## src/rtl/pcrc_map.vh

```
// Behaviour
// - Ratio field bits 3:0 select multiplication
// - Reset ratio zero, bypass gives input/2
// - Codes 1..10 give input*n/2; others reserved
// - Strap low at reset: input drives core
// - Only device reset clears ratio register
// - Group registers need protected access mode
// - Input lost with ratio nonzero: limp clock; the code also requires the PLL not to be strap-disabled
// - Watchdog counter holds during limp mode
// - Settling takes 131072 input clock cycles
// - Fast prescaler register at word 0x701A
// - Slow prescaler register at word 0x701B
// - Clock gate register at word 0x701C
// - System clock out tracks core clock
`ifndef PCRC_MAP_VH
`define PCRC_MAP_VH

// Word indices; byte address is four times the index
`define PCRC_IDX_FAST_PRESCALE 16'h701A
`define PCRC_IDX_SLOW_PRESCALE 16'h701B
`define PCRC_IDX_CLOCK_GATE 16'h701C
`define PCRC_IDX_PLL_RATIO 16'h7021
`define PCRC_IDX_CLOCK_STATUS 16'h7024

`define PCRC_RATIO_W 4
`define PCRC_RATIO_RESET 4'h0
`define PCRC_RATIO_BYPASS 4'h0
`define PCRC_RATIO_MAX 4'hA
`define PCRC_PRESCALE_RESET 16'h0000
`define PCRC_GATE_RESET 16'h0000

// Status bit positions
`define PCRC_ST_SETTLED 0
`define PCRC_ST_LIMP 1
`define PCRC_ST_DISABLED 2
`define PCRC_ST_RESERVED_CODE 3

// Settle time in input clock cycles
`define PCRC_SETTLE_INPUT_CYCLES 131072
// Edge count after reset release at which the strap synchroniser holds the pin
`define PCRC_STRAP_CAPTURE 2'b10
// System clocks without an input edge before loss is declared
`define PCRC_LOSS_SYS_CYCLES 64

`endif

```

## src/rtl/pcrc_sync.v

```verilog
`timescale 1ns/1ps
module pcrc_sync (
	// Clock and reset
	input wire i_sys_clk,
	input wire i_rst,
	// Asynchronous level in, synchronised level out
	input wire i_async,
	output reg o_sync
);
	reg stage1;

	always @(posedge i_sys_clk or posedge i_rst) begin
		if (i_rst) begin
			stage1 <= 1'b0;
			o_sync <= 1'b0;
		end else begin
			stage1 <= i_async;
			o_sync <= stage1;
		end
	end
endmodule

```

## src/rtl/pcrc_timer.v

```verilog
`timescale 1ns/1ps
module pcrc_timer #(
	parameter WIDTH = 18,
	parameter [WIDTH-1:0] COUNT = {WIDTH{1'b1}}
) (
	// Clock and reset
	input wire i_sys_clk,
	input wire i_rst,
	// Restart, count step and expiry
	input wire i_load,
	input wire i_step,
	output reg o_done
);
	reg [WIDTH-1:0] remaining;

	// Load wins over step; done stays high until next load
	always @(posedge i_sys_clk or posedge i_rst) begin
		if (i_rst) begin
			remaining <= {WIDTH{1'b0}};
			o_done <= 1'b1;
		end else if (i_load) begin
			remaining <= COUNT;
			o_done <= 1'b0;
		end else if (i_step && !o_done) begin
			remaining <= remaining - {{(WIDTH-1){1'b0}}, 1'b1};
			if (remaining == {{(WIDTH-1){1'b0}}, 1'b1})
				o_done <= 1'b1;
		end
	end
endmodule

```

## src/rtl/pcrc_top.v

```verilog
// Register access over APB was decided locally.
`timescale 1ns/1ps
`include "pcrc_map.vh"
module pcrc_top #(
	parameter ADDR_W = 18,
	parameter SETTLE_CYCLES = `PCRC_SETTLE_INPUT_CYCLES,
	parameter LOSS_CYCLES = `PCRC_LOSS_SYS_CYCLES
) (
	// Clock and resets
	input wire i_sys_clk,
	input wire i_rst,
	input wire i_debug_rst,
	// APB slave
	input wire i_psel,
	input wire i_penable,
	input wire i_pwrite,
	input wire [ADDR_W-1:0] i_paddr,
	input wire [31:0] i_pwdata,
	output reg [31:0] o_prdata,
	output reg o_pready,
	output reg o_pslverr,
	// Protected access mode from the core
	input wire i_protected_access_enable,
	// Pins and analogue PLL output
	input wire i_input_clock,
	input wire i_pll_vco,
	input wire i_pll_disable_strap_n,
	// Clock control outputs
	output reg o_system_clock_out,
	output reg [3:0] o_pll_mult,
	output reg o_pll_bypass,
	output reg o_pll_disabled,
	output reg o_pll_settled,
	output reg o_limp_mode,
	output reg o_watchdog_hold,
	output reg [15:0] o_fast_prescale,
	output reg [15:0] o_slow_prescale,
	output reg [15:0] o_periph_clock_gate
);
	localparam [ADDR_W-1:0] A_FAST = {`PCRC_IDX_FAST_PRESCALE, 2'b00};
	localparam [ADDR_W-1:0] A_SLOW = {`PCRC_IDX_SLOW_PRESCALE, 2'b00};
	localparam [ADDR_W-1:0] A_GATE = {`PCRC_IDX_CLOCK_GATE, 2'b00};
	localparam [ADDR_W-1:0] A_RATIO = {`PCRC_IDX_PLL_RATIO, 2'b00};
	localparam [ADDR_W-1:0] A_STATUS = {`PCRC_IDX_CLOCK_STATUS, 2'b00};

	wire in_s;
	wire vco_s;
	wire strap_s;
	reg in_d;
	reg vco_d;
	reg [1:0] strap_wait;
	reg src_vco;
	wire want_vco;
	wire hold_low;
	wire commit;
	reg [3:0] ratio;
	wire settle_done;
	wire loss_done;
	wire in_rise;
	wire vco_rise;
	wire access;
	wire ratio_write;
	reg addr_hit;
	reg [31:0] next_rdata;

	pcrc_sync u_sync_in (
		.i_sys_clk(i_sys_clk),
		.i_rst(i_rst),
		.i_async(i_input_clock),
		.o_sync(in_s)
	);

	pcrc_sync u_sync_vco (
		.i_sys_clk(i_sys_clk),
		.i_rst(i_rst),
		.i_async(i_pll_vco),
		.o_sync(vco_s)
	);

	pcrc_sync u_sync_strap (
		.i_sys_clk(i_sys_clk),
		.i_rst(i_rst),
		.i_async(i_pll_disable_strap_n),
		.o_sync(strap_s)
	);

	always @(posedge i_sys_clk or posedge i_rst) begin
		if (i_rst) begin
			in_d <= 1'b0;
			vco_d <= 1'b0;
		end else begin
			in_d <= in_s;
			vco_d <= vco_s;
		end
	end

	assign in_rise = in_s & ~in_d;
	assign vco_rise = vco_s & ~vco_d;

	// Strap sampled once the synchroniser holds the pin, not its reset value
	always @(posedge i_sys_clk or posedge i_rst) begin
		if (i_rst) begin
			strap_wait <= 2'b00;
			o_pll_disabled <= 1'b0;
		end else if (strap_wait <= `PCRC_STRAP_CAPTURE) begin
			strap_wait <= strap_wait + 2'b01;
			if (strap_wait == `PCRC_STRAP_CAPTURE)
				o_pll_disabled <= ~strap_s;
		end
	end

	// APB access phase, refused outside protected mode
	assign access = i_psel & i_penable & ~o_pready;
	// Writes land at the edge where the master samples ready high
	assign commit = i_psel & i_penable & o_pready;
	assign ratio_write = commit & i_pwrite & i_protected_access_enable & addr_hit
		& (i_paddr == A_RATIO);

	always @* begin
		addr_hit = 1'b1;
		next_rdata = 32'h0000_0000;
		case (i_paddr)
			A_FAST: next_rdata = {16'h0000, o_fast_prescale};
			A_SLOW: next_rdata = {16'h0000, o_slow_prescale};
			A_GATE: next_rdata = {16'h0000, o_periph_clock_gate};
			A_RATIO: next_rdata = {28'h000_0000, ratio};
			A_STATUS: begin
				next_rdata[`PCRC_ST_SETTLED] = o_pll_settled;
				next_rdata[`PCRC_ST_LIMP] = o_limp_mode;
				next_rdata[`PCRC_ST_DISABLED] = o_pll_disabled;
				next_rdata[`PCRC_ST_RESERVED_CODE] = (ratio > `PCRC_RATIO_MAX);
			end
			default: addr_hit = 1'b0;
		endcase
	end

	always @(posedge i_sys_clk or posedge i_rst) begin
		if (i_rst) begin
			o_pready <= 1'b0;
			o_pslverr <= 1'b0;
			o_prdata <= 32'h0000_0000;
		end else begin
			o_pready <= access;
			o_pslverr <= access & ~(addr_hit & i_protected_access_enable);
			o_prdata <= (access && !i_pwrite && addr_hit && i_protected_access_enable)
				? next_rdata : 32'h0000_0000;
		end
	end

	// Ratio cleared by device reset alone
	always @(posedge i_sys_clk or posedge i_rst) begin
		if (i_rst) begin
			ratio <= `PCRC_RATIO_RESET;
		end else if (ratio_write) begin
			ratio <= i_pwdata[`PCRC_RATIO_W-1:0];
		end
	end

	// Prescalers and gates also follow debugger reset
	always @(posedge i_sys_clk or posedge i_rst) begin
		if (i_rst) begin
			o_fast_prescale <= `PCRC_PRESCALE_RESET;
			o_slow_prescale <= `PCRC_PRESCALE_RESET;
			o_periph_clock_gate <= `PCRC_GATE_RESET;
		end else if (i_debug_rst) begin
			o_fast_prescale <= `PCRC_PRESCALE_RESET;
			o_slow_prescale <= `PCRC_PRESCALE_RESET;
			o_periph_clock_gate <= `PCRC_GATE_RESET;
		end else if (commit && i_pwrite && i_protected_access_enable) begin
			if (i_paddr == A_FAST)
				o_fast_prescale <= i_pwdata[15:0];
			if (i_paddr == A_SLOW)
				o_slow_prescale <= i_pwdata[15:0];
			if (i_paddr == A_GATE)
				o_periph_clock_gate <= i_pwdata[15:0];
		end
	end

	// Settle count in input clock edges after each ratio write
	pcrc_timer #(
		.WIDTH(18),
		.COUNT(SETTLE_CYCLES[17:0])
	) u_settle (
		.i_sys_clk(i_sys_clk),
		.i_rst(i_rst),
		.i_load(ratio_write),
		.i_step(in_rise),
		.o_done(settle_done)
	);

	// Loss watch: reloaded on each input edge
	pcrc_timer #(
		.WIDTH(16),
		.COUNT(LOSS_CYCLES[15:0])
	) u_loss (
		.i_sys_clk(i_sys_clk),
		.i_rst(i_rst),
		.i_load(in_rise),
		.i_step(1'b1),
		.o_done(loss_done)
	);

	always @(posedge i_sys_clk or posedge i_rst) begin
		if (i_rst) begin
			o_pll_mult <= `PCRC_RATIO_RESET;
			o_pll_bypass <= 1'b1;
			o_pll_settled <= 1'b1;
			o_limp_mode <= 1'b0;
			o_watchdog_hold <= 1'b0;
		end else begin
			o_pll_mult <= ratio;
			o_pll_bypass <= (ratio == `PCRC_RATIO_BYPASS) & ~o_pll_disabled;
			o_pll_settled <= settle_done & ~ratio_write;
			o_limp_mode <= loss_done & ~o_pll_disabled
				& (ratio != `PCRC_RATIO_BYPASS);
			o_watchdog_hold <= loss_done & ~o_pll_disabled
				& (ratio != `PCRC_RATIO_BYPASS);
		end
	end

	// Source hand-over only while the output is low keeps every high phase whole
	assign want_vco = (ratio != `PCRC_RATIO_BYPASS);
	assign hold_low = (src_vco != want_vco) & ~o_system_clock_out;

	always @(posedge i_sys_clk or posedge i_rst) begin
		if (i_rst) begin
			src_vco <= 1'b0;
		end else if (!o_system_clock_out) begin
			src_vco <= want_vco;
		end
	end

	// Single toggle flop; a source change keeps whole high phases, the low phase may be cut short or stretched
	always @(posedge i_sys_clk or posedge i_rst) begin
		if (i_rst) begin
			o_system_clock_out <= 1'b0;
		end else if (o_pll_disabled) begin
			o_system_clock_out <= in_s;
		end else if (hold_low) begin
			o_system_clock_out <= 1'b0;
		end else if (!src_vco) begin
			if (in_rise)
				o_system_clock_out <= ~o_system_clock_out;
		end else if (vco_rise) begin
			o_system_clock_out <= ~o_system_clock_out;
		end
	end
endmodule

```

## config.mk

```make
export PLATFORM = sky130hd
export DESIGN_NAME = pcrc_top
export DESIGN_NICKNAME = d
export VERILOG_FILES = /design/src/rtl/pcrc_sync.v /design/src/rtl/pcrc_timer.v /design/src/rtl/pcrc_top.v
export VERILOG_INCLUDE_DIRS = /design/src /design/src/rtl
export SDC_FILE = /design/constraint.sdc
export NUM_CORES = 1
export LEC_CHECK = 0
export ABC_AREA = 1
export BUFFER_PORTS_ARGS = -buffer_cell sky130_fd_sc_hd__buf_4
export CAP_MARGIN = 20
export CORE_UTILIZATION = 25
export CTS_CLUSTER_DIAMETER = 50
export DETAILED_ROUTE_END_ITERATION = 10
export HOLD_SLACK_MARGIN = 0.15
export PLACE_DENSITY = 0.43
export SYNTH_ARGS = -nofsm -noshare
export SYNTH_HDL_FRONTEND = slang
export SYNTH_SLANG_ARGS = --single-unit
```

## constraint.sdc

```tcl
create_clock -name i_sys_clk -period 11.42 [get_ports i_sys_clk]
set_input_delay 2.284 -clock i_sys_clk [delete_from_list [all_inputs] [get_ports i_sys_clk]]
set_output_delay 2.284 -clock i_sys_clk [all_outputs]
set_load 0.01 [all_outputs]
```

==> results.md <==
- Xor and xnor area share after synthesis: around 1.5%
- Post-Route Skew: 0.00732 ns
- Clock Sinks: between 100 and 150
- Post-Synthesis Cells: 702
- Die H: around 160 um
- Reg area: 3160 sq um
- Main flop type after synthesis: dfrtp_1
- Post-synthesis simple-gate area fraction: between 20% and 30%
- Fill cells: 2432
- Hold Crit Class: reg2reg
- H-tree depth: 4
- Post_cts resized: 0
- Post-synth EDFFs: 0
- WL final: 16.9 mm
- First-pass GRT wire length: 27.1 mm
- Final hold vios: 0
- Die width: about 160 um
- Main combinational cell family by area after synthesis: simple AND/OR/NAND/NOR gates
- Final Non-Filler Cells: 1149
- WL/cell: 14.7 um
- Power Density: 165 nW/um^2
- Setup TNS Final: 0 ns
- Std-Cell Rows: 55
- Final ANT Viol Nets: 0
- TritonCTS clock tree: done
- Adder-cell area share of the yosys netlist: under 10%
- CTS Buffer Depth: 2
- Crit path time final: 4.27 ns
- Vias/cell: 4.23
- CP arrival: ~4.6 ns
- Compound-Gate Fraction of Synth Area: 9.73%
- Clock Tree Root: clkbuf_16
- Residual DRC count: 0
- Setup bufs post-CTS: 0
- DP HPWL: 12.0 mm
- Io pins: ~150
- Multi-input logic area: 2340 sq um
- Largest net degree at the start of global routing: 67
- Starting Density: ~26%
- Placed Instances: approximately 1100
- DR pass1 iterations: 4
- Final period util: 37.4%
- Initial antenna violation count: 0
- Area leader, netlist: dfrtp_1
- Synthesized area per cell: 8.45 sq um
- P_leak: 0.00366 uW
- MaxCap Viol Count: 0
- Sequential share of the synthesized area: 53.3%
- Tot GR Track Use: 14.8%
- Die area: about 24000 sq um
- Mux contribution to synthesized area: 0%
- Outcome: complete, no violations
- Most frequent cell after synthesis: nand2_1
- Share of the synthesized area in the top cell type: 51.5%
- Hold-fix buffers at CTS: 0
- Crit path required time: around 12 ns
- Antenna fix cells: 0
- Core area: 22900 sq um
- Clock Latency Late Sink: 0.42 ns
- Asr flop ratio synth: 100%
- Setup Viol. Count Final: 0
- Unique masters post-synth: 37
- Num CTS Buffers: 17
- Slew Limit Fails: 0
- Slew @ Worst Pin: 0.973 ns
- Yosys warning count: 0
- RSZ-0062 raised after global routing: false
- Slew margin rel.: 35.1%
- Final Net Count: 889
- Top cells by count, synth: nand2_1, dfrtp_1, nor2_1
- GPL Wtd Cong: 0.760
- Vias in the first global route: 4896
- Ranking of synthesized cells by area: dfrtp_1, nand2_1, o21ai_0
- Clk pin slew, worst setup/hold paths: 0.05 ns
- Peak supply drop: 0.0575 mV
- Crit path kind: in2reg
- Critical Path End Type: register
- Grt ovf: 0
- Post-Syn Area: a little under 6000 sq um
- DR iter-0 viols: 239
- Area growth from synthesis to layout: 30.1%
- Layout cell share with drive strength beyond 1: a little under a quarter
- Crit path launch type: primary input
- Maximum clock rate: 234 MHz
- Yosys reg bits: 126
- IO Port Bufs: around 120
- Vias: 4860
- Crit Path Max Fanout: 17
power breakdown:
group / switching, uW / internal, uW
registers: 32.6 / 486
logic: 99.8 / 65.1
clock network: 195 / 394
worst paths after layout:
path | startpoint | endpoint | slack [ns] | depth (start not counted)
min in group asynchronous | i_rst | o_periph_clock_gate[13]$_DFFE_PP0P_ | 2.00 | 2
min | u_sync_strap.stage1$_DFF_PP0_ | u_sync_strap.o_sync$_DFF_PP0_ | 0.35 | 0
max reg2reg | o_pready$_DFF_PP0_ | o_slow_prescale[13]$_DFFE_PP0P_ | 9.35 | 5
max in group asynchronous | i_rst | u_loss.remaining[2]$_DFFE_PP0P_ | 8.07 | 3
max | i_paddr[9] | o_prdata[3]$_DFF_PP0_ | 7.15 | 10
min reg2reg | u_sync_strap.stage1$_DFF_PP0_ | u_sync_strap.o_sync$_DFF_PP0_ | 0.35 | 0
state kept, by name, summed over array words and instances, names as in the netlist, 2 cells and up:
signal and cells:
o_fast_prescale 16, o_periph_clock_gate 16, strap_wait 2, o_pll_mult 4, ratio 4, u_loss.remaining 16
o_slow_prescale 16, o_prdata 16, u_settle.remaining 18
final cells by class:
cell class | instances | area share (%)
repair buffers | 124 | 12.1
flip-flops and latches | 126 | 40.9
multi-input cells | 487 | 30.4
inverters | 67 | 3.29
clock buffers | 26 | 6.60
well taps | 313 | 5.08
clock inverters | 6 | 1.69
kinds of logic after synthesis:
family                     Yosys count
AOI/OAI and AO/OA                  110
xor gates and xnor gates            10
buffers and inverters              104
other                                1
DFF                                126
adders and majority gates            6
and+or+nand+nor                    345
per-stage QoR:
stage	util (%)	total power (uW)	setup WS [ns]	cell area, sq um	hold WS, ns
floorplan	-	625	5.79	5990	0.331
global placement	30.9	694	6.68	7080	0.334
detailed placement	30.9	694	6.65	7080	0.336
CTS	33.7	1290	7.09	7720	0.349
global route	33.7	1340	6.87	7720	0.363
finish	33.7	1270	7.15	7720	0.346
per-layer routing:
layer / up-vias / share of wire [%] / global-route usage (%)
li1: 2484 / - / -
met1: 2248 / 48 / 19.7
met2: 107 / 46 / 23.3
met3: 21 / 4.6 / 3.47
met4: 0 / 1.5 / 5.32
met5: - / 0 / 0
cell usage in the layout (no fill, tap or decap), drive strengths merged, types with 6 or more instances in the layout:
cell / n
inv: 66
xor2: 9
nand2: 158
nand4: 14
dfrtp: 122
nor2: 108
nand3: 39
buf: 124
o21ai: 71
nor3: 16
clkbuf: 26
a21oi: 32
conb: 16
ha: 6
critical path: stages:
cell and delay, ns:
buf_4 0.11, nor2_1 0.09, nand2_1 0.09, nor2_2 0.45, nand2_1 0.21, nor2_4 0.48, nor2_1 0.16, nand2_2 0.16
nand3_4 0.28, nor2_1 0.28
(Power assumes the default switching activity.)
